--- src/verilog/adcc_pkg.sv ---
/*
  Constants for the converter control block: register offsets, field positions,
  reset values and conversion timing.
  Assumes a 50 MHz system clock and a 32-bit Avalon-MM register bus.
*/
package adcc_pkg;
  localparam int ADDR_W = 16;
  // Register indices; byte address is four times the index.
  localparam logic [ADDR_W-1:0] IDX_RESULT_HIGH = 16'hffc4;
  localparam logic [ADDR_W-1:0] IDX_RESULT_LOW = 16'hffc5;
  localparam logic [ADDR_W-1:0] IDX_MODE = 16'hffc6;
  localparam logic [ADDR_W-1:0] IDX_START = 16'hffc7;
  localparam logic [ADDR_W-1:0] IDX_PORT_B_FUNC = 16'hffee;
  localparam logic [ADDR_W-1:0] IDX_IRQ_STATUS = 16'hfff0;
  localparam logic [ADDR_W-1:0] IDX_IRQ_MASK = 16'hfff1;
  localparam int BUS_ADDR_W = ADDR_W + 2;

  localparam int SPEED_BIT = 7;
  localparam int START_BIT = 7;
  localparam int SHARED_PIN_BIT = 3;
  localparam int RES_W = 10;
  localparam int LOW_RES_POS = 6;
  localparam int N_CHAN = 8;
  localparam logic [7:0] MODE_RESET = 8'h00;
  localparam logic [7:0] START_RESET = 8'h00;
  localparam logic [7:0] PORT_B_RESET = 8'h00;
  localparam logic [1:0] IRQ_MASK_RESET = 2'h0;
  localparam int IRQ_DONE = 0;
  localparam int IRQ_ABORT = 1;

  localparam int CLK_MHZ = 50;
  // Conversion time in nanoseconds for each speed setting.
  localparam int CONV_FAST_NS = 12400;
  localparam int CONV_SLOW_NS = 24800;
  localparam int CONV_FAST_CYC = CONV_FAST_NS * CLK_MHZ / 1000;
  localparam int CONV_SLOW_CYC = CONV_SLOW_NS * CLK_MHZ / 1000;
  localparam int CNT_W = 11;
endpackage

--- src/verilog/adcc_sar.sv ---
/*
  Successive approximation engine: one result bit per step, from the top bit down,
  with each step lasting the given step_cycles count, so the whole conversion takes RES_W steps.
  Assumes the comparator input comes from the analog front end, already synchronised.
*/
`timescale 1ns/100ps
module adcc_sar
  import adcc_pkg::*;
(
  input wire logic sys_clk,
  input wire logic rst,
  input wire logic start,
  input wire logic abort,
  input wire logic [CNT_W-1:0] step_cycles,
  input wire logic comp_above,
  output logic [RES_W-1:0] dac_code,
  output logic busy,
  output logic done,
  output logic [RES_W-1:0] result
);
  logic [CNT_W-1:0] cnt_reg;
  logic [3:0] bit_reg;
  logic [RES_W-1:0] trial_reg;

  always_ff @(posedge sys_clk or posedge rst) begin
    if (rst) begin
      cnt_reg <= '0;
      bit_reg <= '0;
      trial_reg <= '0;
      busy <= 1'b0;
      done <= 1'b0;
      result <= '0;
    end else begin
      done <= 1'b0;
      if (abort) begin
        busy <= 1'b0;
      end else if (start) begin
        busy <= 1'b1;
        cnt_reg <= step_cycles;
        bit_reg <= 4'(RES_W - 1);
        trial_reg <= 10'h200;
      end else if (busy) begin
        if (cnt_reg > 1) begin
          cnt_reg <= cnt_reg - 1'b1;
        end else begin
          cnt_reg <= step_cycles;
          // Keep the trial bit only when the input stands above the trial level.
          if (!comp_above) begin
            trial_reg[bit_reg] <= 1'b0;
          end
          if (bit_reg == 0) begin
            busy <= 1'b0;
            done <= 1'b1;
            result <= comp_above ? trial_reg : (trial_reg & ~10'h001);
          end else begin
            bit_reg <= bit_reg - 1'b1;
            trial_reg[bit_reg - 1'b1] <= 1'b1;
          end
        end
      end
    end
  end

  assign dac_code = trial_reg;
endmodule

--- src/verilog/adcc_top.sv ---
/*
  Converter control block: mode, start, result and port function registers on an
  Avalon-MM slave, channel selection, conversion sequencing and an interrupt.
  Assumes an analog front end with a mux select, a trial-level DAC and a comparator.
*/
`timescale 1ns/100ps
module adcc_top
  import adcc_pkg::*;
(
  input wire logic sys_clk,
  input wire logic rst,
  input wire logic [adcc_pkg::BUS_ADDR_W-1:0] avs_address,
  input wire logic avs_read,
  input wire logic avs_write,
  input wire logic [3:0] avs_byteenable,
  input wire logic [31:0] avs_writedata,
  output logic [31:0] avs_readdata,
  output logic avs_waitrequest,
  input wire logic comp_above_pin,
  output logic [2:0] analog_mux_sel,
  output logic analog_mux_en,
  output logic [adcc_pkg::RES_W-1:0] dac_code,
  output logic shared_pin_interrupt_select,
  output logic irq
);
  import adcc_pkg::*;

  ////////////////////////////////////////////////////////////////////////////////
  // Bus decode.
  logic [ADDR_W-1:0] idx;
  logic wr_en;
  logic rd_en;
  logic rd_done_reg;
  logic lane0;

  assign idx = avs_address[BUS_ADDR_W-1:2];
  assign lane0 = avs_byteenable[0];
  assign wr_en = avs_write && lane0;
  // Writes finish at once; reads wait one cycle for registered data.
  assign rd_en = avs_read && !rd_done_reg;
  assign avs_waitrequest = avs_read && !rd_done_reg;

  ////////////////////////////////////////////////////////////////////////////////
  // Registers.
  logic [7:0] mode_reg;
  logic start_flag_reg;
  logic [7:0] port_b_reg;
  logic [1:0] irq_status_reg;
  logic [1:0] irq_mask_reg;
  logic [RES_W-1:0] result_reg;

  logic speed_select;
  logic channel_sel_bit3;
  logic channel_sel_bit2;
  logic channel_sel_bit1;
  logic channel_sel_bit0;
  logic chan_valid;
  logic [2:0] chan_num;

  assign speed_select = mode_reg[SPEED_BIT];
  assign channel_sel_bit3 = mode_reg[3];
  assign channel_sel_bit2 = mode_reg[2];
  assign channel_sel_bit1 = mode_reg[1];
  assign channel_sel_bit0 = mode_reg[0];

  // Pattern 01xx picks channels 0 to 3, 1xxx picks channels 4 to 7.
  always_comb begin
    chan_valid = 1'b0;
    chan_num = 3'h0;
    if (channel_sel_bit3) begin
      chan_valid = 1'b1;
      chan_num = {1'b1, channel_sel_bit1, channel_sel_bit0};
    end else if (channel_sel_bit2) begin
      chan_valid = 1'b1;
      chan_num = {1'b0, channel_sel_bit1, channel_sel_bit0};
    end
  end

  logic start_req;
  logic stop_req;
  logic conv_busy;
  logic conv_done;
  logic [RES_W-1:0] conv_result;
  logic [CNT_W-1:0] step_cycles;

  assign start_req = wr_en && idx == IDX_START && avs_writedata[START_BIT] && !start_flag_reg;
  assign stop_req = wr_en && idx == IDX_START && !avs_writedata[START_BIT] && start_flag_reg;
  assign step_cycles = speed_select ? CNT_W'(CONV_SLOW_CYC / RES_W)
                                    : CNT_W'(CONV_FAST_CYC / RES_W);

  always_ff @(posedge sys_clk or posedge rst) begin
    if (rst) begin
      mode_reg <= MODE_RESET;
    end else if (wr_en && idx == IDX_MODE) begin
      mode_reg <= avs_writedata[7:0];
    end
  end

  always_ff @(posedge sys_clk or posedge rst) begin
    if (rst) begin
      port_b_reg <= PORT_B_RESET;
    end else if (wr_en && idx == IDX_PORT_B_FUNC) begin
      port_b_reg <= avs_writedata[7:0];
    end
  end

  assign shared_pin_interrupt_select = port_b_reg[SHARED_PIN_BIT];

  always_ff @(posedge sys_clk or posedge rst) begin
    if (rst) begin
      start_flag_reg <= START_RESET[START_BIT];
    end else if (start_req) begin
      start_flag_reg <= 1'b1;
    end else if (stop_req || conv_done) begin
      start_flag_reg <= 1'b0;
    end
  end

  // The result lands in the same edge that drops the flag.
  always_ff @(posedge sys_clk or posedge rst) begin
    if (rst) begin
      result_reg <= '0;
    end else if (conv_done) begin
      result_reg <= conv_result;
    end
  end

  ////////////////////////////////////////////////////////////////////////////////
  // Interrupt status and mask.
  logic [1:0] irq_events;
  logic [1:0] irq_clear;

  assign irq_events = {stop_req, conv_done};
  assign irq_clear = (wr_en && idx == IDX_IRQ_STATUS) ? avs_writedata[1:0] : 2'h0;

  always_ff @(posedge sys_clk or posedge rst) begin
    if (rst) begin
      irq_status_reg <= '0;
    end else begin
      // A new event wins over a clear in the same cycle.
      irq_status_reg <= (irq_status_reg & ~irq_clear) | irq_events;
    end
  end

  always_ff @(posedge sys_clk or posedge rst) begin
    if (rst) begin
      irq_mask_reg <= IRQ_MASK_RESET;
    end else if (wr_en && idx == IDX_IRQ_MASK) begin
      irq_mask_reg <= avs_writedata[1:0];
    end
  end

  assign irq = |(irq_status_reg & irq_mask_reg);

  ////////////////////////////////////////////////////////////////////////////////
  // Comparator synchroniser and conversion engine.
  logic comp_meta_reg;
  logic comp_sync_reg;

  always_ff @(posedge sys_clk or posedge rst) begin
    if (rst) begin
      comp_meta_reg <= 1'b0;
      comp_sync_reg <= 1'b0;
    end else begin
      comp_meta_reg <= comp_above_pin;
      comp_sync_reg <= comp_meta_reg;
    end
  end

  adcc_sar u_sar (
    .sys_clk(sys_clk),
    .rst(rst),
    .start(start_req),
    .abort(stop_req),
    .step_cycles(step_cycles),
    .comp_above(comp_sync_reg),
    .dac_code(dac_code),
    .busy(conv_busy),
    .done(conv_done),
    .result(conv_result)
  );

  // The mux is latched at start so a mode write mid-conversion cannot move it.
  always_ff @(posedge sys_clk or posedge rst) begin
    if (rst) begin
      analog_mux_sel <= 3'h0;
      analog_mux_en <= 1'b0;
    end else if (start_req) begin
      analog_mux_sel <= chan_num;
      analog_mux_en <= chan_valid;
    end else if (!conv_busy) begin
      analog_mux_en <= 1'b0;
    end
  end

  ////////////////////////////////////////////////////////////////////////////////
  // Read data.
  logic [7:0] rd_byte;

  always_comb begin
    case (idx)
      IDX_RESULT_HIGH: rd_byte = result_reg[RES_W-1:RES_W-8];
      IDX_RESULT_LOW: rd_byte = {result_reg[1:0], 6'h00};
      IDX_MODE: rd_byte = mode_reg;
      IDX_START: rd_byte = {start_flag_reg, 7'h00};
      IDX_PORT_B_FUNC: rd_byte = port_b_reg;
      IDX_IRQ_STATUS: rd_byte = {6'h00, irq_status_reg};
      IDX_IRQ_MASK: rd_byte = {6'h00, irq_mask_reg};
      default: rd_byte = 8'h00;
    endcase
  end

  // Result bytes have no write path, so writes to them are dropped.
  always_ff @(posedge sys_clk or posedge rst) begin
    if (rst) begin
      rd_done_reg <= 1'b0;
      avs_readdata <= 32'h0000_0000;
    end else begin
      rd_done_reg <= rd_en;
      if (rd_en) begin
        avs_readdata <= {24'h00_0000, rd_byte};
      end
    end
  end
endmodule

--- config.mk ---
export PLATFORM = sky130hd
export DESIGN_NAME = adcc_top
export DESIGN_NICKNAME = d
export VERILOG_FILES = /design/src/verilog/adcc_pkg.sv /design/src/verilog/adcc_sar.sv /design/src/verilog/adcc_top.sv
export SDC_FILE = /design/constraint.sdc
export NUM_CORES = 1
export LEC_CHECK = 0
export BUFFER_PORTS_ARGS = -buffer_cell sky130_fd_sc_hd__buf_4
export CELL_PAD_IN_SITES_DETAIL_PLACEMENT = 1
export CELL_PAD_IN_SITES_GLOBAL_PLACEMENT = 2
export CORE_MARGIN = 3
export CORE_UTILIZATION = 35
export CTS_BUF_LIST = sky130_fd_sc_hd__clkbuf_4
export DETAILED_ROUTE_END_ITERATION = 8
export GPL_TIMING_DRIVEN = 0
export PLACE_DENSITY_LB_ADDON = 0.1
export SYNTH_ARGS = -nofsm -noshare
export SYNTH_HDL_FRONTEND = slang
export SYNTH_SLANG_ARGS = --single-unit
export TNS_END_PERCENT = 20
--- constraint.sdc ---
create_clock -name sys_clk -period 3.2 [get_ports sys_clk]
set_input_delay 0.32 -clock sys_clk [delete_from_list [all_inputs] [get_ports sys_clk]]
set_output_delay 0.32 -clock sys_clk [all_outputs]
set_load 0.005 [all_outputs]
==> summary.md, run 1 <==
| Metric | Value |
|---|---|
| Max reg flops | 11 |
| Average routed wire per standard cell | between 15 and 20 um |
| Top post-synthesis cells by area | dfrtp_1 (48%), mux2_2 (9.6%), o21ai_0 (4.7%) |
| DRT Pass-1 Iters | 5 |
| Yosys reg bits | between 80 and 90 |
| Syn Inst Count | 402 |
| Diode count | 0 |
| First-pass GRT wire length | about 18000 um |
| Top_reg_cell synth | dfrtp_1 |
| Grt ovf | 0 |
| Initial antenna violation count | 0 |
| Port bufs | 53 |
| Crit end category | register |
| Hold buffers post-CTS | 2 |
| VDD IR-drop max | about 0.23 mV |
| Number of global-route vias before repair | around 3500 |
| Hold_sp | avs_writedata[2] |
| Total power | around 2.5 mW |
| Synth Warn # | 0 |
| CP peak stage delay | ~0.6 ns |
| Outcome | finished, final reports clean |
| Worst path top cell family by delay | simple AND/OR/NAND/NOR gates |
| Most common cell in the netlist | dfrtp_1 |
| Setup Buffers After CTS | 0 |
| GRT Overall Usage | about 17% |
| Via count | between 3000 and 4000 |
| Avg Cell Area, Syn | 10.8 um^2 |
| H-tree Lvls | 3 |
| PwrDens | around 480 mW/mm^2 |
| Post-cts resize count | 0 |
| TritonCTS clock tree | done |
| Hold_ws | 0.109 ns |
| Unrepaired setup endpoints after global routing | false |
| Final max-slew violation count | 0 |
| Synth Cell Area | about 0.0043 mm^2 |
| Routed wire length | between 10000 and 15000 um |
| WS Path Type | reg2reg |
| CTS Buf Count | 9 |
| Die area | about 0.014 mm^2 |
| Yosys top cell by area | dfrtp_1 |
| Clock Path Buffers | 2 |
| Hold Path Class | in2reg |
| Number of flops mapped to enable cells by yosys | 0 |
| DRC violations left | 0 |
| Final setup violating endpoints | 0 |
| Crit share post-route | ~88% |
| Post-synthesis sequential area ratio | approximately half |
| Max Fclk | between 300 and 400 MHz |
| Slew HR | about a third |
| Layout Skew | about 0.016 ns |
| Worst Hold Depth | 2 |
| GP Congestion | between 0.7 and 0.8 |
| Dpl hpwl | 8500 um |
| Ys async rst share | 100% |
| Hold path endpoint | port_b_reg[2] |
| Synth cell count leaders | dfrtp_1 (83), o21ai_0 (41), nand2_1 (38), mux2_2 (37), buf_4 (24) |
| Reg2reg path depth | 6 |
| Area of the core | 0.0118 mm^2 |
| DIE HEIGHT | 117 um |
| Worst flop-to-flop path endpoint | u_sar.result[5] |
| Nets@finish | 561 |
| CP cell instances | or4_4 -> a2111oi_4 -> nand2_2 -> nor4_2 -> buf_6 -> mux2_1 |
| Initial Util | a little under two fifths |
| Drt first-iter violations | between 150 and 200 |
| Fillers | ~1300 |
| Crit path max-delay cell type | or4_4 |
| Clk sinks | between 80 and 90 |
| Reg clk slew, reported paths | about 0.14 ns |
| Time the worst path needs with I/O delays and setup | ~2.8 ns |
| Antenna Nets Post-Route | 0 |
| Clock Latency Late Sink | ~0.44 ns |
| Largest net degree at the start of global routing | a little under 70 |
| I/O pin cnt | ~110 |
| Number of max-cap violations | 0 |
| Final hold viol count | 0 |
| Critical Path Source Type | register |
| Die X-Extent | approximately 120 um |
| R2R Path Start | u_sar.cnt_reg[2] |
| Vias per cell | a little over 5 |
| WP buf/inv | 1 |
| Worst path required time | around 3.5 ns |
| Synth cell types | between 50 and 60 |
| Worst Path Arrival | ~3.1 ns |
| Synth top area share | between 40% and 50% |
| R2r setup slk | around 0.40 ns |
| CTS root buffer | clkbuf_4 |
| Maximum fanout along the worst path | 10 |
| Area delta synth->final | 20.3% |
| Share of cells above drive strength 1 | 31.5% |
| Leakage power | between 2 and 2.5 nW |
| Tightest Pin Transition | between 0.9 and 1 ns |
| # rows | 39 |
[metrics by stage]
step | std cells | TNS [ns] | setup slack [ns] | utilization, % | area [um^2]
final | 662 | 0 | 0.395 | 44.2 | 5200
after detailed placement | 644 | 0 | 0.371 | 43.0 | 5060
after CTS | 662 | 0 | 0.366 | 44.2 | 5200
after global routing | 662 | 0 | 0.258 | 44.2 | 5200
after global placement | 642 | -33.26 | -0.408 | 42.6 | 5010
after floorplan | 425 | 0 | 0.712 | - | 4410
[worst max-delay path by stage]
stage,start,end,slack (ns),cells after the start
finish,u_sar.cnt_reg[2],u_sar.result[5],0.40,6
global route,u_sar.cnt_reg[2],u_sar.result[8],0.26,6
CTS,u_sar.cnt_reg[2],u_sar.result[8],0.37,6
detailed placement,avs_address[5],avs_readdata[5],0.37,7
global placement,rst,mode_reg[4],-0.41,2
floorplan,u_sar.cnt_reg[2],u_sar.result[2],0.71,6
[logic make-up (layout without fill, tap and decap cells)]
group | after synthesis | after routing | synth area share (%)
and+or+nand+nor | 122 | 122 | 16.2
AOI/OAI and AO/OA | 86 | 86 | 13.5
DFF | 83 | 83 | 48.0
buffers and inverters | 52 | 125 | 7.32
muxes | 41 | 41 | 10.6
adders and majority gates | 9 | 9 | 2.60
xor gates and xnor gates | 8 | 8 | 1.62
other | 1 | 24 | 0.0867
[cell type report]
type | instances | area (um^2) | area share, %
clock inverter | 6 | 47.5 | 0.915
inverter | 14 | 55.1 | 1.06
sequential | 83 | 2080 | 40.0
tap | 164 | 205 | 3.95
clock buffer | 10 | 75.1 | 1.44
buffer | 38 | 264 | 5.08
timing repair buffer | 57 | 453 | 8.71
multi-input combinational | 290 | 2020 | 38.9
[worst reg2reg max path, delay by kind of cell, from the launching register on]
| family | cells | cell delay (ns) |
|---|---|---|
| compound gates | 1 | 0.48 |
| buf+inv | 1 | 0.20 |
| flops | 1 | 0.46 |
| mux | 1 | 0.34 |
| simple gates | 3 | 1.22 |
[cells in the final DEF (no fill, tap or decap), types with 7 or more instances in the layout]
cell and n:
buf_4 78, nor3_1 8, xor2_1 8, o21ai_0 41
nor2_1 14, dfrtp_1 83, clkbuf_1 8, nand4_1 7
mux2_2 37, inv_1 13, ha_1 9, a31oi_1 7
conb_1 24, a21oi_1 10, nand2_1 38, clkbuf_4 10
nand3_1 10
[layer usage]
metal  GRT usage [%]  up-vias  part of all wire, %
met5               0        -                    0
met1            25.5     1682                   48
met3            2.72        9                  4.8
met2            26.8       71                   46
met4            5.50        0                  1.2
li1                -     1588                    -
[power by group]
group          internal (mW)  total [mW]  leakage, nW  switching [mW]
Combinational          0.271       0.672         1.28           0.401
Clock                  0.173       0.570       0.0557           0.396
Sequential              1.14        1.27         1.12           0.128
(Power assumes the default switching activity.)
==> run 2, diff against run 1 <==
- CORE_ASPECT_RATIO: default -> 1.4
==> run 2 against run 1 <==
Effect of this change:
- clock power rose by 31%
- global-route usage fell by 0.33 points
- clock-buffer cell count fell by 1
- first-iteration DRC count fell by 50%
- final cell count fell by 2.4%
- setup slack improved by 0.026 ns
- sequential share of layout area fell by 0.25 points
- flip-flop and latch count did not move
- register-to-register slack improved by 0.03 ns
- critical path type unchanged
- largest power group unchanged
- highest routed layer unchanged
==> summary.md, run 2 (synthesis gave the netlist of run 1 again) <==
| Metric | Value |
|---|---|
| Clk sinks | 83 (unchanged) |
| Final max-slew violation count | 0 (unchanged) |
| Reg2reg path depth | 6 (unchanged) |
| Worst path required time | 3.54 ns (about the same) |
| Hold Path Class | in2reg |
| Seq pwr share | 47.3% (-3.3 points) |
| Time the worst path needs with I/O delays and setup | 2.78 ns (-0.0260 ns) |
| Port bufs | 53 (unchanged) |
| Final hold viol count | 0 (unchanged) |
| Max reg flops | 11 (unchanged) |
| Area of the core | 0.0119 mm^2 (+1.5%) |
| Worst Path Arrival | 3.12 ns (-0.02 ns) |
| Max Fclk | 360 MHz (+0.94%) |
| Reg clk slew, reported paths | 0.15 ns (about the same) |
| DIE HEIGHT | 137 um (+17%) |
| Outcome | finished, final reports clean |
| Maximum fanout along the worst path | 10 (unchanged) |
| H-tree Lvls | 3 (unchanged) |
| Layout Skew | 0.0179 ns (+0.00215 ns) |
| Nets@finish | 561 (unchanged) |
| Tightest Pin Transition | 0.967 ns (+0.00153 ns) |
| Setup Buffers After CTS | 0 (unchanged) |
| TritonCTS clock tree | done |
| Crit end category | register |
| First-pass GRT wire length | 18400 um (-0.30%) |
| Worst path top cell family by delay | simple AND/OR/NAND/NOR gates |
| VDD IR-drop max | 0.235 mV (+1.7%) |
| Number of max-cap violations | 0 (unchanged) |
| Crit path launch | u_sar.cnt_reg[2] |
| Fillers | 1368 (+4.7%) |
| Commonest non-fill, non-tap cell in the layout | dfrtp_1 |
| Die area | 0.0137 mm^2 (+0.14%) |
| CP peak stage delay | 0.60 ns (about the same) |
| DRC violations left | 0 (unchanged) |
| Crit path to | u_sar.result[7] |
| WP buf/inv | 1 (unchanged) |
| Slew HR | 34.9% (-0.10 points) |
| CTS root buffer | clkbuf_4 |
| Leakage power | 2.49 nW (+1.5%) |
| WS Path Type | reg2reg |
| Average routed wire per standard cell | 17.6 um (+3.1%) |
| Grt ovf | 0 (unchanged) |
| Crit share post-route | 86.8% (-0.81 points) |
| Die X-Extent | 99.9 um (-15%) |
| Largest net degree at the start of global routing | 64 (-5.9%) |
| I/O pin cnt | 108 (unchanged) |
| Dpl hpwl | 8720 um (+2.6%) |
| Total power | 2.69 mW (+6.9%) |
| Cell count along the critical path | 6 (unchanged) |
| Clock network power share | 27.7% (+5.0 points) |
| GRT Overall Usage | 17.2% (-0.33 points) |
| Hold_ws | 0.103 ns (-0.00557 ns) |
| NetSw | 942 uW (+1.8%) |
| CP cell instances | or4_4 -> a2111oi_4 -> nand2_2 -> nor4_2 -> buf_6 -> mux2_2 |
| Post-cts resize count | 0 (unchanged) |
| R2R Path Start | u_sar.cnt_reg[2] |
| DRT Pass-1 Iters | 4 (-1) |
| Clock Latency Late Sink | 0.44 ns (about the same) |
| Crit path max-delay cell type | or4_4 |
| Share of cells above drive strength 1 | 31.5% (unchanged) |
| Logic pwr share | 25.0% (-1.7 points) |
| P_int | 1.75 mW (+10%) |
| Critical Path Source Type | register |
| Routed wire length | 11300 um (+0.65%) |
| Antenna Nets Post-Route | 0 (unchanged) |
| R2r setup slk | 0.42 ns (+0.03 ns) |
| Worst flop-to-flop path endpoint | u_sar.result[7] |
| GP Congestion | 0.806 (+2.8%) |
| Clock Path Buffers | 2 (unchanged) |
| PwrDens | 514 mW/mm^2 (+6.3%) |
| # rows | 47 (+21%) |
| Drt first-iter violations | 88 (-50%) |
| Unrepaired setup endpoints after global routing | false |
| Most frequent cells in the layout | dfrtp_1 (83), buf_4 (78), o21ai_0 (41), nand2_1 (38), mux2_2 (37) |
| Area delta synth->final | 21.0% |
| Vias per cell | 5.09 (+0.61%) |
| Initial antenna violation count | 1 (+1) |
| CTS Buf Count | 9 (unchanged) |
| Final setup violating endpoints | 0 (unchanged) |
| Number of global-route vias before repair | 3515 (+1.4%) |
| Sw frac | 35.1% (-1.8 points) |
| Via count | 3289 (-1.8%) |
| Initial Util | 36.2% (-0.55 points) |
-- run 2: worst min-delay path by stage --
stage / from / to / slack (ns) / cells after the start
3_3_place_gp: comp_meta_reg / comp_sync_reg / 0.33 / 0
5_1_grt: avs_writedata[5] / port_b_reg[5] / 0.07 / 2
6_report: avs_writedata[4] / port_b_reg[4] / 0.10 / 2
3_5_place_dp: rst / port_b_reg[1] / 0.32 / 2
4_1_cts: avs_writedata[4] / port_b_reg[4] / 0.07 / 2
2_1_floorplan: comp_meta_reg / comp_sync_reg / 0.33 / 0
-- run 2: final cells by class --
type / count / area, um^2 / area share [%]
clock buffers: 9 / 67.6 / 1.29
multi-input cells: 290 / 2020 / 38.7
diodes: 1 / 2.50 / 0.0478
inverters: 14 / 55.1 / 1.05
clock inverters: 7 / 106 / 2.03
well taps: 147 / 184 / 3.52
repair buffers: 57 / 453 / 8.66
flip-flops and latches: 83 / 2080 / 39.7
plain buffers: 38 / 264 / 5.05
-- run 2: through the flow --
step           util, %  std cells  TNS (ns)  instance area, um^2  setup WS, ns
6_report          43.8        646         0                 5230         0.421
5_1_grt           43.8        646         0                 5230         0.261
2_1_floorplan        -        425         0                 4410         0.712
4_1_cts           43.8        645         0                 5230         0.372
3_5_place_dp      42.2        627         0                 5030         0.366
3_3_place_gp      41.8        625    -35.39                 4990        -0.418
-- run 2: what timing repair did --
item                       4_1_cts  5_1_grt
hold endpoints to repair        21        0
hold buffers                     2        0
setup endpoints to repair        0        0
-- run 2: metal layers --
metal | part of all wire [%] | track usage, % | up-vias
met3 | 3.0 | 2.53 | 9
met4 | 0.95 | 5.09 | 0
met1 | 41 | 19.7 | 1634
met2 | 55 | 32.5 | 50
met5 | 0 | 0 | -
li1 | - | - | 1596
-- run 2: power groups by stage --
| stage | Sequential [mW] | Clock (mW) | Combinational [mW] |
|---|---|---|---|
| finish | 1.27 | 0.744 | 0.672 |
| global route | 1.29 | 0.812 | 0.764 |
| CTS | 1.27 | 0.773 | 0.679 |
| detailed placement | 1.29 | 0 | 0.672 |
| global placement | 1.29 | 0 | 0.651 |
| floorplan | 1.26 | 0 | 0.489 |
